[config.mk]
export PLATFORM = sky130hd
export DESIGN_NAME = dbrt_reset_timer
export DESIGN_NICKNAME = d
export VERILOG_FILES = /design/src/rtl/dbrt_pkg.sv /design/src/rtl/dbrt_reset_timer.sv
export SDC_FILE = /design/constraint.sdc
export NUM_CORES = 1
export LEC_CHECK = 0
export BUFFER_PORTS_ARGS = -buffer_cell sky130_fd_sc_hd__clkbuf_2
export CORE_ASPECT_RATIO = 0.5
export CORE_MARGIN = 2
export CORE_UTILIZATION = 55
export DETAILED_ROUTE_END_ITERATION = 12
export GPL_TIMING_DRIVEN = 0
export PLACE_DENSITY = 0.81
export SYNTH_ARGS = -nofsm -noshare
export SYNTH_HDL_FRONTEND = slang
export SYNTH_SLANG_ARGS = --single-unit
export TNS_END_PERCENT = 20
[constraint.sdc]
create_clock -name sys_clk -period 7.5 [get_ports sys_clk]
set_input_delay 0 -clock sys_clk [delete_from_list [all_inputs] [get_ports sys_clk]]
set_output_delay 0 -clock sys_clk [all_outputs]
set_load 0.005 [all_outputs]
[src/rtl/dbrt_pkg.sv]
package dbrt_pkg;

    // Clock rate
    localparam longint CLK_HZ = 25000000;

    // Hold times per delay-select state, in seconds
    localparam longint HOLD_OPEN_S  = 2;
    localparam longint HOLD_LOW_S   = 4;
    localparam longint HOLD_HIGH_S  = 6;
    localparam longint HOLD_OPEN_CYC = HOLD_OPEN_S * CLK_HZ;
    localparam longint HOLD_LOW_CYC  = HOLD_LOW_S * CLK_HZ;
    localparam longint HOLD_HIGH_CYC = HOLD_HIGH_S * CLK_HZ;

    // Reset pulse length options, in milliseconds (typical figures)
    localparam longint PULSE_X_MS  = 220;
    localparam longint PULSE_Y_MS  = 350;
    localparam longint PULSE_X_CYC = PULSE_X_MS * (CLK_HZ / 1000);
    localparam longint PULSE_Y_CYC = PULSE_Y_MS * (CLK_HZ / 1000);

    // Counter width, enough for the longest hold time
    localparam int CNT_W = 28;

    // Delay-select decode: the pin is seen as drive value plus drive enable
    typedef enum logic [1:0] {
        DBRT_SEL_OPEN = 2'h0,
        DBRT_SEL_LOW  = 2'h1,
        DBRT_SEL_HIGH = 2'h3
    } dbrt_sel_t;

    // Sequencer states, Gray coded along idle -> hold -> pulse -> release
    typedef enum logic [1:0] {
        DBRT_IDLE    = 2'h0,
        DBRT_HOLD    = 2'h1,
        DBRT_PULSE   = 2'h3,
        DBRT_RELEASE = 2'h2
    } dbrt_state_t;

endpackage

[src/rtl/dbrt_reset_timer.sv]
// Functional notes
// - Output reset_out_high rises once both requests stay low for the whole hold time.
// - reset_out_high stays high for the pulse length after the hold time, then falls.
// - The open-drain active-low reset is pulled low when both requests held low for the hold time.
// - The open-drain reset stays asserted for the pulse length, in step with reset_out_high.
// - One qualified hold yields exactly one pulse, never a train.
// - Hold time is 2 s with selector open, 4 s tied low, 6 s tied to supply.
// - Each manual request is asserted while low and inactive while high.
`timescale 1ns/1ps
module dbrt_reset_timer #(
    parameter bit     PULSE_OPTION_Y = 1'b0,
    parameter longint HOLD_OPEN_CYC  = dbrt_pkg::HOLD_OPEN_CYC,
    parameter longint HOLD_LOW_CYC   = dbrt_pkg::HOLD_LOW_CYC,
    parameter longint HOLD_HIGH_CYC  = dbrt_pkg::HOLD_HIGH_CYC,
    parameter longint PULSE_X_CYC    = dbrt_pkg::PULSE_X_CYC,
    parameter longint PULSE_Y_CYC    = dbrt_pkg::PULSE_Y_CYC
) (
    input  wire logic sys_clk,
    input  wire logic resetn,
    input  wire logic manual_req_a_n,
    input  wire logic manual_req_b_n,
    input  wire logic hold_delay_select_in,
    input  wire logic hold_delay_select_driven,
    output logic      reset_out_high,
    output logic      reset_out_n_out,
    output logic      reset_out_n_oe
);

    // How a press travels through the block, edge by edge:
    //   edge 0      both button pins go low
    //   edge 1..2   the low level walks through the two synchroniser flops
    //   edge 3      the sequencer leaves idle and starts the hold count at zero
    //   hold edges  the count climbs while both stay low; the selector is read live,
    //               so moving it mid-hold changes the limit on the next compare
    //   last hold   the compare hits, both outputs rise on that same edge
    //   pulse edges the outputs stand for exactly the pulse length, whatever the
    //               buttons do meanwhile
    //   release     nothing new starts until both buttons are seen up again
    //
    // Hazards kept in mind:
    //   - A button that bounces up during the hold drops the count to zero, so a
    //     shaky press can never add up partial holds into one long one.
    //   - Buttons still held after the pulse would otherwise start a second hold
    //     at once and give a train of pulses; the release state blocks that.
    //   - Both outputs are made from one registered decision, so the push-pull
    //     output and the open-drain enable cannot slip a cycle against each other.
    //   - Reset levels of the synchronisers match the idle pins, so leaving reset
    //     with the buttons up never looks like a press.
    //
    // Limitations:
    //   - The pulse length uses the typical figures; a target that needs the
    //     minimum must not rely on anything longer.
    //   - The counter width covers the longest hold for clocks up to about 44.7 MHz; a
    //     faster clock needs a wider counter in the package.
    //   - The open selector state is seen through the driven flag only; a weakly
    //     held pin that the pad reads as driven selects the tied states.

    localparam logic [dbrt_pkg::CNT_W-1:0] PULSE_CYC = dbrt_pkg::CNT_W'(
        PULSE_OPTION_Y ? PULSE_Y_CYC : PULSE_X_CYC);

    // Hold limit for a selector state; minus one as the counter starts at zero
    function automatic logic [dbrt_pkg::CNT_W-1:0] hold_limit(input logic [1:0] sel);
        case (sel)
            dbrt_pkg::DBRT_SEL_LOW:  hold_limit = dbrt_pkg::CNT_W'(HOLD_LOW_CYC - 1);
            dbrt_pkg::DBRT_SEL_HIGH: hold_limit = dbrt_pkg::CNT_W'(HOLD_HIGH_CYC - 1);
            default:                 hold_limit = dbrt_pkg::CNT_W'(HOLD_OPEN_CYC - 1);
        endcase
    endfunction

    // Synchroniser bank: one slot per pin that arrives from outside the clock domain
    localparam int                SYNC_N      = 4;
    localparam int                PIN_A       = 0;
    localparam int                PIN_B       = 1;
    localparam int                PIN_SEL_IN  = 2;
    localparam int                PIN_SEL_DRV = 3;
    // Reset levels: buttons up, selector open, so no false press follows reset
    localparam logic [SYNC_N-1:0] PIN_IDLE    = 4'h3;

    // Tri-state selector seen as level plus driven flag; an open pin reads as open
    function automatic logic [1:0] sel_code(input logic level, input logic driven);
        sel_code = {level & driven, driven};
    endfunction

    logic [SYNC_N-1:0]          pinRaw;
    logic [SYNC_N-1:0]          pinMeta;
    logic [SYNC_N-1:0]          pinSync;
    logic                       reqAIdle;
    logic                       reqBIdle;
    logic                       bothLow;
    logic [1:0]                 selCode;
    logic [dbrt_pkg::CNT_W-1:0] holdLimit;
    logic                       next_pulse;
    logic [dbrt_pkg::CNT_W-1:0] count;
    dbrt_pkg::dbrt_state_t      state;

    // Pack the raw pins in slot order
    assign pinRaw[PIN_A]       = manual_req_a_n;
    assign pinRaw[PIN_B]       = manual_req_b_n;
    assign pinRaw[PIN_SEL_IN]  = hold_delay_select_in;
    assign pinRaw[PIN_SEL_DRV] = hold_delay_select_driven;

    // Two flops per pin; only the second flop of each slot is read by logic
    always_ff @(posedge sys_clk or negedge resetn) begin
        if (!resetn) begin
            pinMeta <= PIN_IDLE;
            pinSync <= PIN_IDLE;
        end else begin
            pinMeta <= pinRaw;
            pinSync <= pinMeta;
        end
    end

    // A request counts only while its pin is low
    assign reqAIdle  = pinSync[PIN_A];
    assign reqBIdle  = pinSync[PIN_B];
    assign bothLow   = !reqAIdle && !reqBIdle;
    assign selCode   = sel_code(pinSync[PIN_SEL_IN], pinSync[PIN_SEL_DRV]);
    assign holdLimit = hold_limit(selCode);

    // Sequencer: idle, timed hold, fixed pulse, wait for both buttons up
    always_ff @(posedge sys_clk or negedge resetn) begin
        if (!resetn) begin
            state <= dbrt_pkg::DBRT_IDLE;
            count <= '0;
        end else begin
            case (state)
                dbrt_pkg::DBRT_IDLE: begin
                    count <= '0;
                    if (bothLow) begin
                        state <= dbrt_pkg::DBRT_HOLD;
                    end
                end
                dbrt_pkg::DBRT_HOLD: begin
                    if (!bothLow) begin
                        state <= dbrt_pkg::DBRT_IDLE;
                        count <= '0;
                    end else if (count >= hold_limit(selCode)) begin
                        state <= dbrt_pkg::DBRT_PULSE;
                        count <= '0;
                    end else begin
                        count <= count + 1'b1;
                    end
                end
                dbrt_pkg::DBRT_PULSE: begin
                    // Pulse length is fixed; button state does not cut it short
                    if (count >= PULSE_CYC - 1'b1) begin
                        state <= dbrt_pkg::DBRT_RELEASE;
                        count <= '0;
                    end else begin
                        count <= count + 1'b1;
                    end
                end
                dbrt_pkg::DBRT_RELEASE: begin
                    // Still-held buttons must not start another pulse
                    count <= '0;
                    if (reqAIdle && reqBIdle) begin
                        state <= dbrt_pkg::DBRT_IDLE;
                    end
                end
                default: begin
                    state <= dbrt_pkg::DBRT_IDLE;
                    count <= '0;
                end
            endcase
        end
    end

    // One decision feeds both outputs, so they cannot drift apart
    function automatic logic pulse_due(
        input dbrt_pkg::dbrt_state_t      st,
        input logic                       low,
        input logic [dbrt_pkg::CNT_W-1:0] cnt,
        input logic [dbrt_pkg::CNT_W-1:0] lim
    );
        pulse_due = (st == dbrt_pkg::DBRT_HOLD && low && cnt >= lim) ||
                    (st == dbrt_pkg::DBRT_PULSE && cnt < PULSE_CYC - 1'b1);
    endfunction

    // Rises on the edge that ends the hold, falls after the pulse length
    assign next_pulse = pulse_due(state, bothLow, count, holdLimit);

    // Push-pull output, registered so it never glitches
    always_ff @(posedge sys_clk or negedge resetn) begin
        if (!resetn) begin
            reset_out_high <= 1'b0;
        end else begin
            reset_out_high <= next_pulse;
        end
    end

    // Open-drain data never drives high; the line's pull-up gives the idle level
    always_ff @(posedge sys_clk or negedge resetn) begin
        if (!resetn) begin
            reset_out_n_out <= 1'b0;
        end else begin
            reset_out_n_out <= 1'b0;
        end
    end

    // Open-drain enable: high while the line is pulled low
    always_ff @(posedge sys_clk or negedge resetn) begin
        if (!resetn) begin
            reset_out_n_oe <= 1'b0;
        end else begin
            reset_out_n_oe <= next_pulse;
        end
    end

endmodule

==> flow_metrics.env, run 1 <==
export IMPL_max_cap_violations=0
export IMPL_power_density_mw_per_mm2=177
export IMPL_ys_ff_latch=39
export IMPL_dp_slack_ns=4.89
export IMPL_ff_latch_area_um2=981
export IMPL_end_kind="flip-flop"
export IMPL_core_rowCount=16
export IMPL_cts_tree="yes"
export IMPL_die_y_um=48.6
export IMPL_rsz0062_at_grt="false"
export IMPL_cp_cell_sequence="nor2b_1, inv_1, ha_1, and4_1, nand3_1, a31oi_1, or4b_1, buf_4, buf_6, a21oi_2"
export IMPL_diodes=0
export IMPL_post_cts_buffers=0
export IMPL_synth_area_mm2=0.00219
export IMPL_drc_errors=0
export IMPL_synth_common_cells="dfrtp_1 (35), a21oi_2 (20), xor2_1 (19), nand2_1 (15), ha_1 (13)"
export IMPL_drtIter0Drc=143
export IMPL_wirelength_um=4610
export IMPL_finalCritPeriodShare=0.355
export IMPL_top_usage_layer="met2"
export IMPL_clkSinkCount=39
export IMPL_clock_latency_ns=0.29
export IMPL_cpMaxStageDelayCell="or4b_1"
export IMPL_syn_inst=205
export IMPL_drt_pass1_iter_count=4
export IMPL_vias_per_cell=5.84
export IMPL_worstPathArrival_ns=2.89
export IMPL_grt_max_degree=40
export IMPL_critPathMaxStageDelay_ns=0.51
export IMPL_leakagePower_uw=0.00103
export IMPL_synth_nets=224
export IMPL_finalCriticalPeriod_ns=2.67
export IMPL_num_nets_final=244
export IMPL_multiInputGateArea_mm2=0.00113
export IMPL_finClkSkew_ns=0.00633
export IMPL_syn2layout_area_growth_pct=13.4
export IMPL_synth_most_common_cell="dfrtp_1"
export IMPL_grt_pass1_vias=1651
export IMPL_fill_cells=305
export IMPL_tns_ns=0
export IMPL_crit_type="reg2reg"
export IMPL_synth_edff_count=0
export IMPL_worst_ep_required_time_ns=7.72
export IMPL_seq_area_frac_synth=0.448
export IMPL_die_x_um=93.2
export IMPL_vias=1635
export IMPL_worst_slew_pin_slew_ns=0.969
export IMPL_yosys_warnings=0
export IMPL_cp_max_fo=10
export IMPL_worst_slack_ns=4.83
export IMPL_root_buffer="clkbuf_8"
export IMPL_slew_headroom=0.354
export IMPL_min_path_type="in2reg"
export IMPL_core_area_mm2=0.00386
export IMPL_status="finished clean"
export IMPL_post_cts_resize_count=0
export IMPL_place_hpwl_um=3110
export IMPL_gr_usage_met1=0.327
export IMPL_clockBufferDepth=2
export IMPL_io_pins=9
export IMPL_setup_viol=0
export IMPL_synth_top_area_share=0.400
export IMPL_dieArea_mm2=0.00453
export IMPL_startpoint_type="flip-flop"
export IMPL_synth_distinct_cells=39
export IMPL_synth_ff_type="dfrtp_1"
export IMPL_drive_above_1_share=0.226
export IMPL_antenna_found_initial=0
export IMPL_peakVddDrop_mv=0.0878
export IMPL_async_reset_ff_frac=1.00
export IMPL_grt_use_met2=0.360
export IMPL_ant_nets=0
export IMPL_syn_avg_cell_area_um2=10.7
export IMPL_grt_overflow_total=0
export IMPL_place_congestion=0.852
export IMPL_port_buffers=7
export IMPL_hold_viol=0
export IMPL_cts_buffers=5
export IMPL_use_met3=0.0483
export IMPL_maxSlewViolCount=0
export IMPL_cts_clk_slew_worst_paths_ns=0.08
export IMPL_h_tree_depth=2
export IMPL_wl_per_cell_um=16.4
export IMPL_fmax_mhz=375
export IMPL_yosysTopAreaCell="dfrtp_1"
export IMPL_grtUsageTotal=0.229
export IMPL_yosys_top_cells_area="dfrtp_1 (40%), a21oi_2 (8.0%), xor2_1 (7.6%)"
export IMPL_initial_core_util=0.567
export IMPL_grt_pass1_wl_um=8000
cell type report:
type	count	area share
Timing Repair Buffer	13	0.0363
Multi-Input combinational cell	152	0.454
Inverter	5	0.00756
Tap cell	54	0.0272
Clock buffer	5	0.0277
Clock inverter	3	0.0272
Buffer	9	0.0252
Sequential cell	39	0.395
timing repair:
item,4_1_cts,5_1_grt
endpoints found under the setup margin,0,0
endpoints found under the hold margin,39,0
hold buffers,5,0
flip-flops by register name, summed over array words and instances, names as in the netlist:
| signal | cells |
|---|---|
| reset_out_n_oe | 1 |
| count | 28 |
| pinSync | 4 |
| pinMeta | 4 |
| state | 2 |
worst max-delay path: cells and delay by family (launching register included):
| kind | cells | cell delay (ns) |
|---|---|---|
| compound gates | 2 | 0.26 |
| buf+inv | 3 | 0.53 |
| flops | 1 | 0.43 |
| simple gates | 4 | 1.06 |
| fa+ha+maj | 1 | 0.29 |
per-stage QoR:
stage	hold slack, ns	instance area, um2	cells	util	total power (uW)
6_report	0.335	2480	280	0.643	439
2_1_floorplan	-0.296	2190	205	-	226
5_1_grt	0.329	2480	280	0.643	457
3_3_place_gp	0.0876	2290	266	0.593	233
4_1_cts	0.326	2480	280	0.643	444
3_5_place_dp	0.0888	2300	267	0.595	234
worst paths after layout:
| kind | from | to | slack, ns | cells past startpoint |
|---|---|---|---|---|
| max in group asynchronous | resetn | count[17]$_DFF_PN0_ | 6.51 | 2 |
| worst max register to register | pinSync[3]$_DFF_PN0_ | count[27]$_DFF_PN0_ | 4.83 | 10 |
| worst max-delay path | pinSync[3]$_DFF_PN0_ | count[27]$_DFF_PN0_ | 4.83 | 10 |
| worst min-delay path | manual_req_a_n | pinMeta[0]$_DFF_PN1_ | 0.33 | 2 |
| min in group asynchronous | resetn | count[4]$_DFF_PN0_ | 0.39 | 2 |
| worst min register to register | pinMeta[0]$_DFF_PN1_ | pinSync[0]$_DFF_PN1_ | 0.36 | 0 |
layer usage:
layer,up-vias,part of all wire
met3,7,0.057
met5,-,0
met2,44,0.44
li1,786,-
met1,798,0.49
met4,0,0.010
placed cells by master (no fill, tap or decap), drive strengths merged:
cell type / n
dfrtp: 35
a21oi: 29
xor2: 19
nand2: 15
clkbuf: 14
ha: 13
nand4: 11
nand3: 10
buf: 8
xnor2: 7
inv: 5
and4: 5
nor3: 5
dlygate4sd3: 5
and2: 4
a21o: 4
dfstp: 4
nor2: 3
and3: 3
or4: 3
o21ai: 2
o31ai: 2
o211ai: 2
nor4: 2
nor3b: 2
bufinv: 2
or4b: 2
nor2b: 1
nor4b: 1
a2111oi: 1
a311oi: 1
a31oi: 1
a21boi: 1
a31o: 1
o41ai: 1
conb: 1
clkinvlp: 1
power breakdown:
part           internal (uW)  switching (uW)  total, uW
combinational           5.93            10.2       16.1
sequential               214            1.75        215
clock                    133            75.2        208
total                    352            87.1        439
cell families (layout without fill, tap and decap cells):
| group | count (synthesis) | after routing | share of synthesized area |
|---|---|---|---|
| and+or+nand+nor | 67 | 67 | 0.177 |
| AOI/OAI and AO/OA | 45 | 45 | 0.158 |
| DFF | 39 | 39 | 0.448 |
| xor gates and xnor gates | 26 | 26 | 0.104 |
| buffers and inverters | 14 | 35 | 0.0371 |
| adders and majority gates | 13 | 13 | 0.0743 |
| other | 1 | 1 | 0.00171 |
Note: power is estimated with default switching activity, not from simulation.
==> inputs of run 2 (changes only) <==
- PLACE_DENSITY: 0.81 -> 0.84
- clock period: 7.5 -> 2.35 ns (I/O delays scaled with it)
==> run 2 against run 1 <==
Compared with the run above:
- the flow now finishes with violations (negative setup slack)
- worst setup slack worse by 5.1 ns
- maximum frequency up 3.8%
- routed wire length up 11%
- clock power rose to 3.3 times the previous value
- non-clock buffer count up 9
- sequential share of layout area down 2.7 points
- cell count up 3.2%
- global-route usage up 0.45 points
- clock skew down 0.0032 ns
- critical path depth down 1
- final area up 7.4%
- largest cell class unchanged
==> flow_metrics.env, run 2 (synthesized netlist as in run 1, its figures left out) <==
export IMPL_fmax_mhz=390
export IMPL_worst_slew_pin_slew_ns=0.956
export IMPL_leakagePower_uw=0.00111
export IMPL_setup_viol=28
export IMPL_worst_slack_ns=-0.217
export IMPL_status="finished with violations"
export IMPL_place_congestion=0.843
export IMPL_place_hpwl_um=3070
export IMPL_finalCriticalPeriod_ns=2.57
export IMPL_grtUsageTotal=0.234
export IMPL_maxSlewViolCount=0
export IMPL_port_buffers=7
export IMPL_slew_headroom=0.363
export IMPL_finalCritPeriodShare=1.09
export IMPL_final_common_cell="dfrtp_1"
export IMPL_hold_viol=0
export IMPL_largest_register="count"
export IMPL_power_density_mw_per_mm2=538
export IMPL_cts_buffers=5
export IMPL_diodes=0
export IMPL_syn2layout_area_growth_pct=21.8
export IMPL_clock_latency_ns=0.30
export IMPL_cts_tree="yes"
export IMPL_wirelength_um=5120
export IMPL_core_rowCount=16
export IMPL_cpMaxStageDelayCell="or4b_4"
export IMPL_failed_checks="negative setup slack"
export IMPL_grt_max_degree=40
export IMPL_rsz0062_at_grt="true"
export IMPL_end_kind="flip-flop"
export IMPL_vias_per_cell=6.03
export IMPL_drc_errors=0
export IMPL_whs_ns=0.324
export IMPL_clkSinkCount=39
export IMPL_core_area_mm2=0.00386
export IMPL_cts_clk_slew_worst_paths_ns=0.08
export IMPL_min_path_type="in2reg"
export IMPL_dp_cells=267
export IMPL_io_pins=9
export IMPL_num_nets_final=253
export IMPL_drt_pass1_iter_count=4
export IMPL_dieArea_mm2=0.00453
export IMPL_worstPathArrival_ns=2.80
export IMPL_critPathMaxStageDelay_ns=0.57
export IMPL_root_buffer="clkbuf_8"
export IMPL_drtIter0Drc=163
export IMPL_cp_cell_sequence="nand2_2, ha_2, or4_4, o211ai_1, nor4_2, or4b_4, buf_6, clkbuf_16, a21oi_2"
export IMPL_die_y_um=48.6
export IMPL_grt_pass1_vias=1715
export IMPL_peakVddDrop_mv=0.293
export IMPL_initial_core_util=0.567
export IMPL_max_cap_violations=0
export IMPL_drive_above_1_share=0.306
export IMPL_crit_type="reg2reg"
export IMPL_layout_common_cells="dfrtp_1 (35), a21oi_2 (23), xor2_1 (19)"
export IMPL_antenna_found_initial=0
export IMPL_finClkSkew_ns=0.00312
export IMPL_largest_register_ffs=28
export IMPL_ant_nets=0
export IMPL_reg_largest_list="count: 28 flops, pinMeta: 4 flops, pinSync: 4 flops"
export IMPL_fill_cells=255
export IMPL_startpoint_type="flip-flop"
export IMPL_die_x_um=93.2
export IMPL_worst_ep_required_time_ns=2.58
export IMPL_final_cells=289
export IMPL_grt_overflow_total=0
export IMPL_clockBufferDepth=2
export IMPL_h_tree_depth=2
export IMPL_wl_per_cell_um=17.7
export IMPL_cp_max_fo=5
export IMPL_vias=1742
export IMPL_grt_pass1_wl_um=8230
-- run 2: report_power, final --
part           total (uW)  switching, uW  internal, uW
Sequential            688           6.31           682
Combinational        68.9           37.5          31.4
Clock                 677            253           423
Total                1430            297          1140
-- run 2: repair_timing --
item                       CTS  global route
resized for setup            3            20
setup endpoints to repair   28            30
hold endpoints to repair    39             0
hold buffers                 5             0
pin swaps                    1             6
buffers inserted             6             0
gates cloned                 0             3
-- run 2: critical path: cells and delay by family, from the launching register on --
family	cells	cell delay (ns)
buf+inv	2	0.32
flops	1	0.42
compound gates	2	0.38
fa+ha+maj	1	0.18
simple gates	4	1.18
-- run 2: worst paths after layout --
path	from	to	slack (ns)	depth (start not counted)
worst max-delay path	pinSync[3]$_DFF_PN0_	count[18]$_DFF_PN0_	-0.22	9
worst min-delay path	manual_req_b_n	pinMeta[1]$_DFF_PN1_	0.32	2
worst max register to register	pinSync[3]$_DFF_PN0_	count[18]$_DFF_PN0_	-0.22	9
worst min register to register	pinMeta[0]$_DFF_PN1_	pinSync[0]$_DFF_PN1_	0.36	0
max in group asynchronous	resetn	count[27]$_DFF_PN0_	1.38	2
min in group asynchronous	resetn	state[1]$_DFFE_PN0P_	0.39	2
-- run 2: per-stage QoR --
step	cell area, um2	power, uW	TNS [ns]	worst slack (ns)	util
global placement	2300	743	-4.49	-0.279	0.594
detailed placement	2300	746	-5.20	-0.256	0.596
floorplan	2190	721	0	0.0146	-
CTS	2540	1430	-3.21	-0.146	0.657
finish	2670	1430	-5.09	-0.217	0.690
global route	2670	1480	-7.84	-0.316	0.690
-- run 2: layer usage --
| layer | global-route usage | share of wire | up-vias |
|---|---|---|---|
| met5 | 0 | 0 | - |
| met4 | 0.0907 | 0.028 | 0 |
| met3 | 0.0498 | 0.064 | 22 |
| met2 | 0.348 | 0.45 | 68 |
| met1 | 0.336 | 0.46 | 846 |
| li1 | - | - | 806 |
-- run 2: cell type report --
class	count	area, um2	area share
multi-input combinational	152	1180	0.444
tap	54	67.6	0.0253
timing repair buffer	22	193	0.0723
inverter	5	18.8	0.00704
sequential	39	981	0.368
clock buffer	5	68.8	0.0258
clock inverter	3	67.6	0.0253
buffer	9	85.1	0.0319
==> inputs of run 3 (changes only) <==
- ABC_AREA: unset -> 1
- CELL_PAD_IN_SITES_DETAIL_PLACEMENT: unset -> 0
- CELL_PAD_IN_SITES_GLOBAL_PLACEMENT: unset -> 1
- CORE_UTILIZATION: 55 -> 41
==> run 3 against run 2 <==
Compared with the run above:
- the run now ends clean
- routed wire length increased by 17%
- non-clock buffer count fell by 15
- worst setup slack improved by 0.45 ns
- clock power up 18%
- clock skew is 0.0028 ns higher
- largest cell class unchanged
==> flow_metrics.env, run 3 <==
export IMPL_initial_core_util=0.419
export IMPL_yosysTopAreaCell="dfrtp_1"
export IMPL_min_path_type="reg2reg"
export IMPL_io_pins=9
export IMPL_reg2reg_slack_ns=0.23
export IMPL_whs_ns=0.346
export IMPL_clockPowerShare=0.415
export IMPL_seq_power_share=0.395
export IMPL_hold_start="pinMeta[3]$_DFF_PN0_"
export IMPL_place_hpwl_um=4560
export IMPL_r2r_cells=14
export IMPL_slew_headroom=0.329
export IMPL_fin_area_mm2=0.00288
export IMPL_vias=2142
export IMPL_clockBufferDepth=2
export IMPL_met2_length_um=2660
export IMPL_clkSinkCount=39
export IMPL_num_nets_final=383
export IMPL_startpoint_type="flip-flop"
export IMPL_routed_top_layer="met4"
export IMPL_port_buffers=7
export IMPL_final_cells=442
export IMPL_die_y_um=59.4
export IMPL_tns_ns=0
export IMPL_r2r_start="pinSync[3]$_DFF_PN0_"
export IMPL_synth_top_area_share=0.348
export IMPL_synth_area_mm2=0.00252
export IMPL_synth_distinct_cells=31
export IMPL_wirelength_um=6010
export IMPL_ant_nets=0
export IMPL_antenna_found_initial=0
export IMPL_grt_pass1_vias=2008
export IMPL_clock_latency_ns=0.29
export IMPL_largest_register="count"
export IMPL_reg_largest_list="count: 28 flops, pinMeta: 4 flops, pinSync: 4 flops"
export IMPL_core_area_mm2=0.00601
export IMPL_async_reset_ff_frac=1.00
export IMPL_r2r_end="count[27]$_DFF_PN0_"
export IMPL_worstPathArrival_ns=2.29
export IMPL_fmax_mhz=473
export IMPL_place_congestion=0.894
export IMPL_holdPathStages=0
export IMPL_yosys_warnings=0
export IMPL_grt_pass1_wl_um=9890
export IMPL_finalCritPeriodShare=0.901
export IMPL_seq_area_frac_synth=0.390
export IMPL_crit_type="reg2reg"
export IMPL_setup_viol=0
export IMPL_yosys_top_cells_area="dfrtp_1 (35%), nand2_1 (13%), nor2_1 (10%)"
export IMPL_drc_errors=0
export IMPL_cts_clk_slew_worst_paths_ns=0.06
export IMPL_route_met3_wl_um=216
export IMPL_wl_per_cell_um=13.6
export IMPL_ys_ff_latch=39
export IMPL_cts_tree="yes"
export IMPL_hold_viol=0
export IMPL_synth_most_common_cell="nand2_1"
export IMPL_finalCriticalPeriod_ns=2.12
export IMPL_grt_max_degree=40
export IMPL_largest_register_ffs=28
export IMPL_final_common_cell="nand2_1"
export IMPL_diodes=0
export IMPL_wirelength_met1_um=3060
export IMPL_worst_ep_required_time_ns=2.52
export IMPL_syn_avg_cell_area_um2=7.29
export IMPL_p_total_uw=1920
export IMPL_cp_max_fo=10
export IMPL_syn_inst=345
export IMPL_swShare=0.275
export IMPL_drtIter0Drc=106
export IMPL_hold_end="pinSync[3]$_DFF_PN0_"
export IMPL_leakagePower_uw=0.00137
export IMPL_finClkSkew_ns=0.00590
export IMPL_synth_ff_type="dfrtp_1"
export IMPL_fill_cells=593
export IMPL_syn2layout_area_growth_pct=14.5
export IMPL_drive_above_1_share=0.118
export IMPL_root_buffer="clkbuf_16"
export IMPL_end_kind="flip-flop"
export IMPL_dieArea_mm2=0.00682
export IMPL_synth_common_cells="nand2_1 (87), nor2_1 (70), inv_1 (52), dfrtp_1 (35)"
export IMPL_die_x_um=115
export IMPL_worst_slew_pin_slew_ns=1.01
export IMPL_dp_cells=429
export IMPL_rsz0062_at_grt="false"
export IMPL_maxSlewViolCount=0
export IMPL_power_density_mw_per_mm2=666
export IMPL_grtUsageTotal=0.195
export IMPL_p_int_uw=1390
export IMPL_p_switching_uw=527
export IMPL_max_cap_violations=0
export IMPL_combPwrFrac=0.190
export IMPL_core_rowCount=20
export IMPL_drt_pass1_iter_count=4
export IMPL_synth_edff_count=0
export IMPL_status="finished clean"
export IMPL_synth_nets=364
export IMPL_grt_overflow_total=0
export IMPL_peakVddDrop_mv=0.297
export IMPL_layout_common_cells="nand2_1 (87), nor2_1 (69), inv_1 (51)"
export IMPL_place_area_mm2=0.00265
export IMPL_h_tree_depth=2
export IMPL_vias_per_cell=4.85
export IMPL_cts_buffers=5
==> run 3: cell families after synthesis <==
logic type	Yosys count	synth area share
AND/OR/NAND/NOR	203	0.352
buffers and inverters	60	0.102
flip-flops	39	0.390
XOR/XNOR	18	0.0627
adder cells (fa/ha/maj)	13	0.0646
AO/OA/AOI/OAI	11	0.0269
other	1	0.00149
==> run 3: power groups by stage <==
stage	combinational, uW	clock [uW]	sequential [uW]
CTS	371	812	758
floorplan	260	0	760
finish	364	797	758
global route	404	840	762
detailed placement	364	0	770
global placement	354	0	765
==> run 3: critical path, cell delays in order (launching register included) <==
cell and delay, ns:
dfrtp_2 0.42, inv_1 0.07, nor2_2 0.12, inv_2 0.10, ha_1 0.28, nand2_1 0.06, nor2_1 0.15, nand3_1 0.09
nand2_1 0.08, nand2_1 0.08, nand4_2 0.14, nand2_4 0.10, inv_4 0.12, buf_8 0.15, nor2_1 0.05
==> run 3: worst max-delay path by stage <==
| stage | start | to | slack (ns) | depth (start not counted) |
|---|---|---|---|---|
| floorplan | pinSync[3]$_DFF_PN0_ | state[0]$_DFFE_PN0P_ | 0.49 | 14 |
| global placement | pinSync[3]$_DFF_PN0_ | count[5]$_DFF_PN0_ | 0.13 | 14 |
| detailed placement | pinSync[3]$_DFF_PN0_ | count[5]$_DFF_PN0_ | 0.13 | 14 |
| CTS | pinSync[3]$_DFF_PN0_ | count[27]$_DFF_PN0_ | 0.11 | 14 |
| global route | pinSync[3]$_DFF_PN0_ | count[26]$_DFF_PN0_ | 0.07 | 14 |
| finish | pinSync[3]$_DFF_PN0_ | count[27]$_DFF_PN0_ | 0.23 | 14 |
==> run 3: routing by layer <==
layer  vias to the layer above  GRT usage
li1                       1095          -
met2                        32      0.314
met1                      1006      0.271
met3                         9     0.0307
met5                         -          0
met4                         0     0.0688
==> run 3: repair_timing <==
item                                    in CTS  in global routing
buffers inserted                             0                  0
resized for setup                            0                  4
hold buffers                                 5                  0
endpoints found under the setup margin       0                 20
endpoints found under the hold margin       39                  0
==> run 3: area by class of cell <==
cell class / count / area (um2) / share of cell area
multi-input cells: 246 / 1280 / 0.446
well taps: 77 / 96.3 / 0.0334
inverters: 56 / 213 / 0.0738
repair buffers: 12 / 85.1 / 0.0295
flip-flops and latches: 39 / 982 / 0.341
clock buffers: 6 / 139 / 0.0482
plain buffers: 4 / 45.0 / 0.0156
clock inverters: 2 / 35.0 / 0.0122
==> run 3: per-stage QoR <==
stage | worst slack [ns] | utilization
5_1_grt | 0.0701 | 0.480
3_5_place_dp | 0.126 | 0.441
2_1_floorplan | 0.490 | -
6_report | 0.234 | 0.480
4_1_cts | 0.114 | 0.478
3_3_place_gp | 0.133 | 0.441
